### src/logic/scm_pkg.sv
// constants, field layout and state types of the serial channel mode control block
// assumes an apb master on the system clock and a remote serial device on the pins
//
// Summary of operation
// RQ1: protocol code 000 is asynchronous, 110 clock-synchronous; others reserved, treated as async.
// RQ2: software changes the protocol only just after reset or channel reset.
// RQ3: auto-enable clear: cts and dcd are plain inputs, rts a plain output.
// RQ4: auto-enable set and cts high: no new character leaves the buffer.
// RQ5: auto-enable set and dcd high: reception stops, partial character lost, buffer kept.
// RQ6: auto-enable set: rts low while a character is sent, else the control bit.
// RQ7: control bit 0 drives rts low, 1 drives it high.
// RQ8: async stop length one (00) or two (10); applies to the current character.
// RQ9: async rate divides the bit clock by 1, 16, 32, 64; sync needs 00.
// RQ10: transmit length eight (00) or seven (01) bits, latched per character.
// RQ11: receive length eight (00) or seven (01) bits, latched per character.
// RQ12: parity none, multiprocessor bit, even or odd; latched per character.
// RQ13: connection full duplex 00, auto-echo 01, local loopback 11; 10 reserved.
// RQ14: auto-echo: receive pin goes straight to transmit pin; own transmission off.
// RQ15: loopback: transmit line feeds the receiver; receive pin goes to transmit pin.
// RQ16: async break sends space from the next transmit clock fall, clears the shifter.
// RQ17: software holds break for at least two character periods.
// RQ18: software keeps break at 0 in synchronous mode.
// RQ19: async receive clock 000 from its pin, 100 from the baud generator, driven out.
// RQ20: sync receive clock select 000 slave, 100 master; transmitter also master.
// RQ21: software writes receive clock select only while the channel is idle.
// RQ22: low four receive clock bits mirror the baud divide; software reset keeps registers. The code stores all eight written bits and has no software reset.

package scm_pkg;

    // register byte offsets
    localparam logic [11:0] OFS_PROTOCOL = 12'h000;
    localparam logic [11:0] OFS_FORMAT   = 12'h004;
    localparam logic [11:0] OFS_CONNECT  = 12'h008;
    localparam logic [11:0] OFS_LINE     = 12'h00c;
    localparam logic [11:0] OFS_RXCLK    = 12'h010;
    localparam logic [11:0] OFS_TXDATA   = 12'h014;
    localparam logic [11:0] OFS_RXDATA   = 12'h018;
    localparam logic [11:0] OFS_STATUS   = 12'h01c;

    // reset values
    localparam logic [7:0] RST_CONFIG = 8'h00;
    localparam logic [7:0] RST_LINE   = 8'h01;

    // protocol_mode_config fields
    localparam int PROTO_HI = 7;
    localparam int PROTO_LO = 5;
    localparam int AUTO_BIT = 4;
    localparam logic [2:0] PROTO_ASYNC = 3'h0;
    localparam logic [2:0] PROTO_SYNC  = 3'h6;
    localparam logic [1:0] STOP_TWO    = 2'h2;

    // character_format_config fields
    localparam int RATE_HI = 7;
    localparam int TXLEN_HI = 5;
    localparam int RXLEN_HI = 3;
    localparam logic [1:0] LEN_SEVEN  = 2'h1;
    localparam logic [1:0] PAR_NONE   = 2'h0;
    localparam logic [1:0] PAR_MP     = 2'h1;
    localparam logic [1:0] PAR_ODD    = 2'h3;

    // channel_connection_config codes
    localparam logic [1:0] CONN_ECHO = 2'h1;
    localparam logic [1:0] CONN_LOOP = 2'h3;

    // line_control bits
    localparam int RTS_BIT   = 0;
    localparam int MP_BIT    = 4;
    localparam int BREAK_BIT = 5;

    // receive_clock_select fields
    localparam int RXCS_HI = 7;
    localparam int RXCS_LO = 5;
    localparam logic [2:0] RXCS_MASTER = 3'h4;

    // status bits
    localparam int ST_TXFULL = 0;
    localparam int ST_RXFULL = 1;
    localparam int ST_TXBUSY = 2;
    localparam int ST_CTS    = 3;
    localparam int ST_DCD    = 4;
    localparam int ST_BREAK  = 5;

    // bit counts and baud generator
    localparam logic [3:0] LAST_BIT_8 = 4'h7;
    localparam logic [3:0] LAST_BIT_7 = 4'h6;
    localparam logic [15:0] BRG_HALF_DEFAULT = 16'h0008;

    typedef enum logic [2:0] {TX_IDLE, TX_START, TX_DATA, TX_PAR, TX_STOP} scm_tx_state_type;
    typedef enum logic [2:0] {RX_IDLE, RX_START, RX_DATA, RX_PAR, RX_STOP} scm_rx_state_type;

endpackage

### src/logic/scm_channel_top.sv
// serial channel: mode registers over apb, transmitter, receiver, modem lines
// assumes apb on i_clk; all line pins and external clocks are asynchronous
//
// Decided for this implementation: the APB slave port and the address map.

`timescale 1ns/100ps
`default_nettype none

module scm_channel_top
    import scm_pkg::*;
#(
    parameter logic [15:0] BRG_HALF = BRG_HALF_DEFAULT
) (
    // clock and reset
    input  wire logic        i_clk,
    input  wire logic        i_rst,
    // apb slave
    input  wire logic        i_psel,
    input  wire logic        i_penable,
    input  wire logic        i_pwrite,
    input  wire logic [11:0] i_paddr,
    input  wire logic [31:0] i_pwdata,
    output logic      [31:0] o_prdata,
    output logic             o_pready,
    output logic             o_pslverr,
    // serial line and modem pins
    input  wire logic        i_rxd,
    output logic             o_txd,
    input  wire logic        i_cts_n,
    input  wire logic        i_dcd_n,
    output logic             o_rts_n,
    // bit clock pins
    input  wire logic        i_txc,
    input  wire logic        i_rxc,
    output logic             o_rxc,
    output logic             o_rxc_oe
);

    typedef struct packed {
        logic [7:0]       proto_cfg;
        logic [7:0]       format_cfg;
        logic [7:0]       connect_cfg;
        logic [7:0]       line_ctl;
        logic [7:0]       rxclk_cfg;
        logic [7:0]       txbuf;
        logic             txfull;
        logic [7:0]       rxbuf;
        logic             rxfull;
        logic [31:0]      prdata;
        logic             pslverr;
        logic [15:0]      brg_cnt;
        logic             brg_clk;
        logic             txclk_prev;
        logic             rxclk_prev;
        scm_tx_state_type tx_state;
        logic [6:0]       tx_pre;
        logic [7:0]       tx_sh;
        logic [3:0]       tx_bits;
        logic [3:0]       tx_last;
        logic             tx_par_on;
        logic             tx_par;
        logic             break_on;
        logic             tx_line;
        logic             txd;
        logic             rts_n;
        scm_rx_state_type rx_state;
        logic [6:0]       rx_pre;
        logic [7:0]       rx_sh;
        logic [3:0]       rx_bits;
        logic [3:0]       rx_last;
        logic             rx_par_on;
    } scm_state_type;

    scm_state_type st_ff;
    scm_state_type nxt_st;

    logic [4:0] pins_s;
    logic       rxd_s;
    logic       cts_s;
    logic       dcd_s;
    logic       txc_s;
    logic       rxc_s;

    scm_sync #(
        .WIDTH (5)
    ) u_sync (
        .i_clk   (i_clk),
        .i_rst   (i_rst),
        .i_async ({i_rxc, i_txc, i_dcd_n, i_cts_n, i_rxd}),
        .o_sync  (pins_s)
    );

    assign rxd_s = pins_s[0];
    assign cts_s = pins_s[1];
    assign dcd_s = pins_s[2];
    assign txc_s = pins_s[3];
    assign rxc_s = pins_s[4];

    function automatic logic [6:0] rate_div(input logic [1:0] code);
        case (code)
            2'h0:    rate_div = 7'h01;
            2'h1:    rate_div = 7'h10;
            2'h2:    rate_div = 7'h20;
            default: rate_div = 7'h40;
        endcase
    endfunction

    // decoded configuration
    logic       sync_mode;
    logic       auto_en;
    logic       echo_mode;
    logic       loop_mode;
    logic       clk_master;
    logic [6:0] div;
    logic       cts_block;
    logic       dcd_block;
    logic       tx_src;
    logic       rx_src;
    logic       tx_fall;
    logic       rx_rise;
    logic       rx_in;

    assign sync_mode  = st_ff.proto_cfg[PROTO_HI:PROTO_LO] == PROTO_SYNC; // RQ1
    assign auto_en    = st_ff.proto_cfg[AUTO_BIT];
    assign echo_mode  = st_ff.connect_cfg[1:0] == CONN_ECHO; // RQ13
    assign loop_mode  = st_ff.connect_cfg[1:0] == CONN_LOOP; // RQ13
    assign clk_master = st_ff.rxclk_cfg[RXCS_HI:RXCS_LO] == RXCS_MASTER;
    assign div        = rate_div(st_ff.format_cfg[RATE_HI -: 2]); // RQ9
    assign cts_block  = auto_en && cts_s; // RQ4
    assign dcd_block  = auto_en && dcd_s; // RQ5
    assign tx_src     = clk_master ? st_ff.brg_clk : txc_s; // RQ20
    assign rx_src     = clk_master ? st_ff.brg_clk : rxc_s; // RQ19
    assign tx_fall    = st_ff.txclk_prev && !tx_src;
    assign rx_rise    = !st_ff.rxclk_prev && rx_src;
    assign rx_in      = loop_mode ? st_ff.tx_line : rxd_s; // RQ15

    always_comb begin
        logic       rx_store;
        logic       tx_tick;
        logic       rx_tick;
        logic [1:0] par_sel;
        logic [7:0] ld_data;
        rx_store = 1'b0;
        tx_tick  = 1'b0;
        rx_tick  = 1'b0;
        par_sel  = st_ff.format_cfg[1:0];
        ld_data  = st_ff.txbuf;
        nxt_st   = st_ff;

        // baud generator: free-running square wave
        if (st_ff.brg_cnt >= BRG_HALF - 16'h0001) begin
            nxt_st.brg_cnt = '0;
            nxt_st.brg_clk = !st_ff.brg_clk;
        end else begin
            nxt_st.brg_cnt = st_ff.brg_cnt + 16'h0001;
        end
        nxt_st.txclk_prev = tx_src;
        nxt_st.rxclk_prev = rx_src;

        // transmitter, shifting on the falling bit clock edge
        if (tx_fall && st_ff.tx_state != TX_IDLE) begin
            if (st_ff.tx_pre >= div - 7'h01) begin // RQ9
                nxt_st.tx_pre = '0;
                tx_tick = 1'b1;
            end else begin
                nxt_st.tx_pre = st_ff.tx_pre + 7'h01;
            end
        end
        if (!st_ff.line_ctl[BREAK_BIT]) begin
            nxt_st.break_on = 1'b0;
        end
        if (tx_fall && st_ff.line_ctl[BREAK_BIT] && !sync_mode) begin
            nxt_st.break_on = 1'b1; // RQ16
            nxt_st.tx_state = TX_IDLE; // RQ16
            nxt_st.tx_sh    = '0;
        end else begin
            case (st_ff.tx_state)
                TX_IDLE: begin
                    // echo disables the transmitter; cts holds the buffer back
                    if (st_ff.txfull && !cts_block && !echo_mode && !st_ff.break_on) begin // RQ4 RQ14
                        nxt_st.txfull    = 1'b0;
                        nxt_st.tx_pre    = '0;
                        nxt_st.tx_bits   = '0;
                        nxt_st.tx_last   = (st_ff.format_cfg[TXLEN_HI -: 2] == LEN_SEVEN) ?
                                           LAST_BIT_7 : LAST_BIT_8; // RQ10
                        if (st_ff.format_cfg[TXLEN_HI -: 2] == LEN_SEVEN) begin
                            ld_data[7] = 1'b0;
                        end
                        nxt_st.tx_sh     = ld_data;
                        nxt_st.tx_par_on = !sync_mode && par_sel != PAR_NONE; // RQ12
                        nxt_st.tx_par    = (par_sel == PAR_MP) ? st_ff.line_ctl[MP_BIT] :
                                           ((^ld_data) ^ (par_sel == PAR_ODD)); // RQ12
                        nxt_st.line_ctl[MP_BIT] = 1'b0;
                        nxt_st.tx_state  = sync_mode ? TX_DATA : TX_START; // RQ1
                    end
                end
                TX_START: begin
                    if (tx_tick) begin
                        nxt_st.tx_state = TX_DATA;
                    end
                end
                TX_DATA: begin
                    if (tx_tick) begin
                        nxt_st.tx_sh   = {1'b0, st_ff.tx_sh[7:1]};
                        nxt_st.tx_bits = st_ff.tx_bits + 4'h1;
                        if (st_ff.tx_bits == st_ff.tx_last) begin
                            nxt_st.tx_bits  = '0;
                            nxt_st.tx_state = sync_mode ? TX_IDLE :
                                              (st_ff.tx_par_on ? TX_PAR : TX_STOP);
                        end
                    end
                end
                TX_PAR: begin
                    if (tx_tick) begin
                        nxt_st.tx_state = TX_STOP;
                    end
                end
                default: begin
                    // stop length read live so a change hits the current character
                    if (tx_tick) begin
                        nxt_st.tx_bits = st_ff.tx_bits + 4'h1;
                        if (st_ff.proto_cfg[1:0] != STOP_TWO || st_ff.tx_bits != '0) begin // RQ8
                            nxt_st.tx_state = TX_IDLE;
                        end
                    end
                end
            endcase
        end

        case (nxt_st.tx_state)
            TX_START: nxt_st.tx_line = 1'b0;
            TX_DATA:  nxt_st.tx_line = nxt_st.tx_sh[0];
            TX_PAR:   nxt_st.tx_line = nxt_st.tx_par;
            default:  nxt_st.tx_line = !nxt_st.break_on; // RQ16
        endcase
        nxt_st.txd = (echo_mode || loop_mode) ? rxd_s : nxt_st.tx_line; // RQ14 RQ15
        nxt_st.rts_n = (auto_en && nxt_st.tx_state != TX_IDLE) ? 1'b0 :
                       st_ff.line_ctl[RTS_BIT]; // RQ3 RQ6 RQ7

        // receiver, sampling on the rising bit clock edge
        if (rx_rise && st_ff.rx_state != RX_IDLE) begin
            nxt_st.rx_pre = st_ff.rx_pre + 7'h01;
            if (st_ff.rx_state == RX_START) begin
                rx_tick = st_ff.rx_pre >= (div >> 1) - 7'h01; // RQ9
            end else begin
                rx_tick = st_ff.rx_pre >= div - 7'h01; // RQ9
            end
            if (rx_tick) begin
                nxt_st.rx_pre = '0;
            end
        end
        case (st_ff.rx_state)
            RX_IDLE: begin
                if (rx_rise && (sync_mode || !rx_in)) begin
                    nxt_st.rx_pre    = '0;
                    nxt_st.rx_bits   = '0;
                    nxt_st.rx_last   = (st_ff.format_cfg[RXLEN_HI -: 2] == LEN_SEVEN) ?
                                       LAST_BIT_7 : LAST_BIT_8; // RQ11
                    nxt_st.rx_par_on = !sync_mode && par_sel != PAR_NONE; // RQ12
                    // at rate one the detecting edge is the whole start bit
                    nxt_st.rx_state  = (sync_mode || div == 7'h01) ? RX_DATA : RX_START;
                end
            end
            RX_START: begin
                if (rx_tick) begin
                    nxt_st.rx_state = rx_in ? RX_IDLE : RX_DATA;
                end
            end
            RX_DATA: begin
                if (rx_tick) begin
                    nxt_st.rx_sh   = {rx_in, st_ff.rx_sh[7:1]};
                    nxt_st.rx_bits = st_ff.rx_bits + 4'h1;
                    if (st_ff.rx_bits == st_ff.rx_last) begin
                        nxt_st.rx_state = sync_mode ? RX_IDLE :
                                          (st_ff.rx_par_on ? RX_PAR : RX_STOP);
                        rx_store = sync_mode;
                    end
                end
            end
            RX_PAR: begin
                if (rx_tick) begin
                    nxt_st.rx_state = RX_STOP;
                end
            end
            default: begin
                if (rx_tick) begin
                    nxt_st.rx_state = RX_IDLE;
                    rx_store = 1'b1;
                end
            end
        endcase
        if (dcd_block) begin
            nxt_st.rx_state = RX_IDLE; // RQ5
            rx_store = 1'b0; // RQ5
        end

        // apb: read data captured in the setup phase, writes at the access edge
        if (i_psel && !i_penable) begin
            nxt_st.pslverr = 1'b0;
            nxt_st.prdata  = '0;
            if (i_paddr == OFS_PROTOCOL) begin
                nxt_st.prdata[7:0] = st_ff.proto_cfg;
            end else if (i_paddr == OFS_FORMAT) begin
                nxt_st.prdata[7:0] = st_ff.format_cfg;
            end else if (i_paddr == OFS_CONNECT) begin
                nxt_st.prdata[7:0] = st_ff.connect_cfg;
            end else if (i_paddr == OFS_LINE) begin
                nxt_st.prdata[7:0] = st_ff.line_ctl;
            end else if (i_paddr == OFS_RXCLK) begin
                nxt_st.prdata[7:0] = st_ff.rxclk_cfg;
            end else if (i_paddr == OFS_TXDATA) begin
                nxt_st.prdata[7:0] = st_ff.txbuf;
            end else if (i_paddr == OFS_RXDATA) begin
                nxt_st.prdata[7:0] = st_ff.rxbuf;
            end else if (i_paddr == OFS_STATUS) begin
                nxt_st.prdata[ST_TXFULL] = st_ff.txfull;
                nxt_st.prdata[ST_RXFULL] = st_ff.rxfull;
                nxt_st.prdata[ST_TXBUSY] = st_ff.tx_state != TX_IDLE;
                nxt_st.prdata[ST_CTS]    = cts_s; // RQ3
                nxt_st.prdata[ST_DCD]    = dcd_s; // RQ3
                nxt_st.prdata[ST_BREAK]  = st_ff.break_on;
            end else begin
                nxt_st.pslverr = 1'b1;
            end
        end
        if (i_psel && i_penable && !st_ff.pslverr) begin
            if (!i_pwrite && i_paddr == OFS_RXDATA) begin
                nxt_st.rxfull = 1'b0;
            end else if (i_pwrite && i_paddr == OFS_PROTOCOL) begin
                nxt_st.proto_cfg = i_pwdata[7:0];
            end else if (i_pwrite && i_paddr == OFS_FORMAT) begin
                nxt_st.format_cfg = i_pwdata[7:0];
            end else if (i_pwrite && i_paddr == OFS_CONNECT) begin
                nxt_st.connect_cfg = i_pwdata[7:0];
            end else if (i_pwrite && i_paddr == OFS_LINE) begin
                nxt_st.line_ctl = i_pwdata[7:0];
            end else if (i_pwrite && i_paddr == OFS_RXCLK) begin
                nxt_st.rxclk_cfg = i_pwdata[7:0]; // RQ22
            end else if (i_pwrite && i_paddr == OFS_TXDATA) begin
                nxt_st.txbuf  = i_pwdata[7:0];
                nxt_st.txfull = 1'b1;
            end
        end
        // a character landing in the clearing cycle still sets the flag
        if (rx_store) begin
            nxt_st.rxbuf  = (st_ff.rx_last == LAST_BIT_7) ? {1'b0, nxt_st.rx_sh[7:1]} :
                            nxt_st.rx_sh; // RQ11
            nxt_st.rxfull = 1'b1;
        end
    end

    always_ff @(posedge i_clk) begin
        if (i_rst) begin
            st_ff            <= '0;
            st_ff.line_ctl   <= RST_LINE;
            st_ff.proto_cfg  <= RST_CONFIG;
            st_ff.tx_state   <= TX_IDLE;
            st_ff.rx_state   <= RX_IDLE;
            st_ff.tx_line    <= 1'b1;
            st_ff.txd        <= 1'b1;
            st_ff.rts_n      <= 1'b1;
            st_ff.txclk_prev <= 1'b1;
            st_ff.rxclk_prev <= 1'b1;
        end else begin
            st_ff <= nxt_st;
        end
    end

    assign o_prdata  = st_ff.prdata;
    assign o_pready  = 1'b1;
    assign o_pslverr = st_ff.pslverr && i_psel && i_penable;
    assign o_txd     = st_ff.txd;
    assign o_rts_n   = st_ff.rts_n;
    assign o_rxc     = st_ff.brg_clk;
    assign o_rxc_oe  = clk_master; // RQ19 RQ20

    // generator must toggle within one half period while it is driven out
    localparam int BRG_SPAN = BRG_HALF;
endmodule

`default_nettype wire

### src/logic/scm_sync.sv
// two-flop synchroniser bank for the line pins
// assumes pins are asynchronous to i_clk; outputs are used only on i_clk

`timescale 1ns/100ps
`default_nettype none

module scm_sync #(
    parameter int WIDTH = 5
) (
    // clock and reset
    input  wire logic             i_clk,
    input  wire logic             i_rst,
    // pins in, synchronised levels out
    input  wire logic [WIDTH-1:0] i_async,
    output logic      [WIDTH-1:0] o_sync
);

    typedef struct packed {
        logic [WIDTH-1:0] meta;
        logic [WIDTH-1:0] sync;
    } scm_sync_state_type;

    scm_sync_state_type st_ff;
    scm_sync_state_type nxt_st;

    // first stage is read by the second stage only
    always_comb begin
        nxt_st      = st_ff;
        nxt_st.meta = i_async;
        nxt_st.sync = st_ff.meta;
    end

    // idle line levels are high, so reset to ones avoids a false start bit
    always_ff @(posedge i_clk) begin
        if (i_rst) begin
            st_ff <= '1;
        end else begin
            st_ff <= nxt_st;
        end
    end

    assign o_sync = st_ff.sync;

endmodule

`default_nettype wire
### config.mk
export PLATFORM = sky130hd
export DESIGN_NAME = scm_channel_top
export DESIGN_NICKNAME = d
export VERILOG_FILES = /design/src/logic/scm_pkg.sv /design/src/logic/scm_channel_top.sv /design/src/logic/scm_sync.sv
export SDC_FILE = /design/constraint.sdc
export NUM_CORES = 1
export LEC_CHECK = 0
export ABC_AREA = 1
export BUFFER_PORTS_ARGS = -buffer_cell sky130_fd_sc_hd__buf_2
export CAP_MARGIN = 30
export CORE_MARGIN = 8
export CORE_UTILIZATION = 25
export DETAILED_ROUTE_END_ITERATION = 7
export GPL_ROUTABILITY_DRIVEN = 0
export PLACE_DENSITY = 0.47
export SLEW_MARGIN = 20
export SYNTH_ARGS = -nofsm -noshare
export SYNTH_HDL_FRONTEND = slang
export SYNTH_SLANG_ARGS = --single-unit
export TNS_END_PERCENT = 20
### constraint.sdc
create_clock -name i_clk -period 3.44 [get_ports i_clk]
set_input_delay 1.032 -clock i_clk [delete_from_list [all_inputs] [get_ports i_clk]]
set_output_delay 1.032 -clock i_clk [all_outputs]
set_load 0.01 [all_outputs]
==> impl_results.rst <==
.. list-table::
   :header-rows: 1

   * - Metric
     - Value
   * - Timing endpoint of the critical path
     - o_txd
   * - Post-Route Setup TNS
     - 0 ns
   * - Ratio of final minimum period to clock period
     - 85.9%
   * - Post-Synth Adder-Cell Area
     - 3.51%
   * - Number of nets with antenna violations after routing
     - 0
   * - Switching portion of total power
     - 26.1%
   * - Netlist area before placement
     - 0.00785 mm2
   * - Mean cell area of the mapped netlist
     - 7.32 um2
   * - FF-to-FF End
     - o_txd
   * - DRC errors left
     - 0
   * - Overall via count from detail_route
     - 6842
   * - Post-synthesis simple-gate area fraction
     - 29.1%
   * - Startpoint class of the critical path
     - register
   * - Sw Pwr
     - 1.07 mW
   * - Unrepaired setup endpoints after global routing
     - false
   * - Synth cell types
     - 53
   * - Number of warnings printed during yosys synthesis
     - 0
   * - Worst Setup Path Type
     - reg -> reg
   * - Number of enable flip-flop cells after synthesis
     - 0
   * - Worst Setup End Kind
     - register
   * - Routed length per placed instance
     - 13.8 um
   * - Max clock buf depth
     - 2
   * - Clock tree root buffer cell
     - clkbuf_16
   * - Clock insertion delay at the later pin of the skew report
     - 0.43 ns
   * - Synthesis-to-layout area growth
     - 15.0%
   * - Worst reg2reg path startpoint
     - st_ff[160]
   * - Vias in the first global route
     - 6537
   * - Number of placement rows
     - 65
   * - Cell area reported after detailed placement
     - 0.00840 mm2
   * - Classification of the worst-slack hold path
     - reg -> reg
   * - Clock network fraction of total power
     - 49.4%
   * - Fill cells
     - 3471
   * - Number of diodes
     - 0
   * - Final Instance Area
     - 0.00903 mm2
   * - Worst IR Drop VDD
     - 0.327 mV
   * - Number of gates given a new drive strength after cts
     - 0
   * - # Max-Cap Violations
     - 0
   * - Maximum net fanout on the critical path
     - 9
   * - Detailed-router iteration count before antenna repair
     - 5
   * - Worst slew slack as a fraction of its limit
     - 51.5%
   * - Wire length of the first global-routing pass
     - 35100 um
   * - Post-CTS Setup Inserts
     - 0
   * - Starting Density
     - 25.1%
   * - Multiplexer share of the synthesized area
     - 0%
   * - Total internal power
     - 3.05 mW
   * - Synthesized instance count
     - 1072
   * - Fmax
     - 338 MHz
   * - Result of the run
     - finished, final reports clean
   * - Critical Path Start
     - st_ff[160]
   * - Data arrival, critical path
     - 3.26 ns
   * - Area contributors post-synth
     - dfxtp_1 39%, nand2_1 8.5%, inv_1 6.4%
   * - Fraction of synthesis flops using an asynchronous set or reset pin
     - 0%
   * - Routed vias/inst
     - 4.45
   * - Minimum period implied by the final worst setup slack
     - 2.95 ns
   * - Post-layout total power
     - 4.12 mW
   * - Post-CTS Hold Fix Bufs
     - 0
   * - Pin count of the biggest net entering global routing
     - 65
   * - Register share of total power
     - 43.8%
   * - Final Setup Violations
     - 0
   * - TritonCTS clock tree
     - done
   * - Number of synthesized register bits
     - 151
   * - Total core area
     - 0.0312 mm2
   * - GR Util All Layers
     - 11.5%
   * - Overall die height
     - 193 um
   * - I/O Pins
     - 92
   * - H-tree depth reported by CTS
     - 4
   * - Sum of net half-perimeters after detailed placement
     - 16100 um
   * - Drt initial violations
     - 461
   * - Clock Pin Slew Worst Setup and Hold Paths
     - 0.07 ns
   * - Leading cell type in the layout, fill and taps excluded
     - nand2_1
   * - Cell depth of the worst flop-to-flop path
     - 22
   * - Combinational family with the most area after synthesis
     - simple AND/OR/NAND/NOR gates
   * - Count of buffers inserted at the top-level ports
     - 42
   * - Cell depth of the worst min-delay path
     - 1
   * - Die Outline Area
     - 0.0373 mm2
   * - Final wirelength
     - 21300 um
   * - Total clock sinks
     - 151
   * - Worst setup slack before clock tree synthesis
     - 0.411 ns
   * - Post-synthesis sequential area ratio
     - 38.5%
   * - Final Max Tran Viols
     - 0
   * - Fraction of synthesized cell area taken by the top area cell type
     - 38.5%
   * - PD cells
     - 456 mW/mm2
   * - Part of the total power dissipated in combinational logic
     - 6.7%
   * - Number of nets in the layout
     - 1199
   * - Initial antenna violation count
     - 0
   * - Most frequent cells in the layout
     - 177 x nand2_1, 151 x dfxtp_1, 132 x inv_1
   * - Data required time at the worst endpoint
     - 3.74 ns
   * - Share of the synthesized netlist area taken by xor and xnor gates
     - 1.45%
   * - Fraction of the mapped netlist area in compound gates
     - 14.8%
   * - Post-route core utilization
     - 28.9%
   * - Leakage power summed over all cells
     - 3.89 nW
   * - Post-synth top flop
     - dfxtp_1
   * - Total congestion overflow
     - 0
   * - Horizontal die dimension
     - 193 um
   * - Dominant cell type by area after synthesis
     - dfxtp_1
   * - Flop2flop setup slack
     - 0.49 ns
   * - Fraction of final layout cells sized beyond drive strength 1
     - 15.5%
   * - Worst-Margin Slew
     - 0.725 ns
   * - Final critical-path setup slack
     - 0.485 ns
   * - Max Clock Skew
     - 0.0106 ns
   * - CTS buffer count
     - 17
   * - Final number of hold-violating endpoints
     - 0
worst min-delay path by stage:
stage,slack (ns),to,from
floorplan,0.39,u_sync.o_sync[0],u_sync.nxt_st[0]
global placement,0.39,u_sync.o_sync[3],u_sync.nxt_st[3]
detailed placement,0.40,u_sync.o_sync[4],u_sync.nxt_st[4]
CTS,0.41,u_sync.o_sync[4],u_sync.nxt_st[4]
global route,0.44,u_sync.o_sync[2],u_sync.nxt_st[2]
finish,0.41,u_sync.o_sync[4],u_sync.nxt_st[4]
layout make-up:
| cell class | instances | area (um2) | share of cell area [%] |
|---|---|---|---|
| tap | 402 | 503 | 5.57 |
| clock inverter | 15 | 208 | 2.30 |
| inverter | 154 | 588 | 6.51 |
| clock buffer | 17 | 425 | 4.71 |
| multi-input combinational | 744 | 3980 | 44.0 |
| sequential | 151 | 3020 | 33.5 |
| timing repair buffer | 55 | 308 | 3.41 |
cells by family (layout without fill, tap and decap cells):
logic type                 count (synthesis)  count (layout)
buffers and inverters                    212             241
adders and majority gates                 22              22
xor gates and xnor gates                  13              13
DFF                                      151             151
and+or+nand+nor                          469             469
AOI/OAI and AO/OA                        203             203
other                                      2              37
cells in the mapped netlist, types with 2 or more instances:
cell	instances
nor3_1	13
buf_4	34
conb_1	2
inv_2	18
nor2_4	8
buf_6	6
a21oi_1	78
nand4_2	2
nor4_4	2
and3_1	3
xnor2_1	3
nand2_1	177
nor2_1	112
nor3b_1	4
inv_1	133
o21ai_0	68
a211oi_2	2
o211ai_1	2
o21ai_2	3
o221ai_1	6
nor3_4	4
buf_1	2
ha_1	22
o22ai_1	5
nand2_2	12
nand3_1	70
o21ai_1	8
buf_2	3
clkbuf_1	12
nor4_1	4
nand4_1	19
or2_2	16
a211oi_1	21
nor2_2	10
a31oi_1	3
or2_1	4
xor2_1	10
o2111ai_1	3
dfxtp_1	151
nand3_2	4
power groups by stage:
stage                     combinational, mW  sequential, mW  clock [mW]
after detailed placement              0.276            1.85           0
after CTS                             0.277            1.81        2.09
after floorplan                       0.221            1.84           0
after global routing                  0.309            1.81        2.15
final                                 0.276            1.81        2.04
after global placement                0.274            1.84           0
through the flow:
stage / hold WS, ns / cells
2_1_floorplan: 0.389 / 1107
3_3_place_gp: 0.395 / 1506
3_5_place_dp: 0.396 / 1506
4_1_cts: 0.413 / 1538
5_1_grt: 0.439 / 1538
6_report: 0.410 / 1538
sequential cells by signal (all words and copies together), names as in the netlist:
register	flops
o_prdata	8
o_txd	1
auto_en	1
u_sync.nxt_st	5
o_rts_n	1
st_ff	129
o_rxc	1
u_sync.o_sync	5
routing by layer:
layer	global-route usage, %	up-vias	share of wire (%)
met5	0	-	0
met4	2.96	0	1.2
met3	2.31	20	4.1
met2	18.7	124	46
met1	15.2	3141	49
li1	-	3557	-
critical path, cell delays in order, from the launching register on:
cell      delay (ns)
dfxtp_1         0.34
inv_1           0.20
ha_1            0.50
inv_6           0.11
ha_1            0.29
nor2_1          0.10
nor2_1          0.04
nand2_1         0.07
nand3_1         0.07
nand2_2         0.09
nand2_2         0.10
nand2_4         0.13
clkinv_4        0.09
nand2_1         0.06
nand2_1         0.05
nand2_1         0.06
nand2_1         0.11
nand2_1         0.08
nand2_1         0.07
nand2_1         0.08
nand2_1         0.05
nand2_1         0.05
nand2_1         0.08
Power figures use the tool's default switching activity.
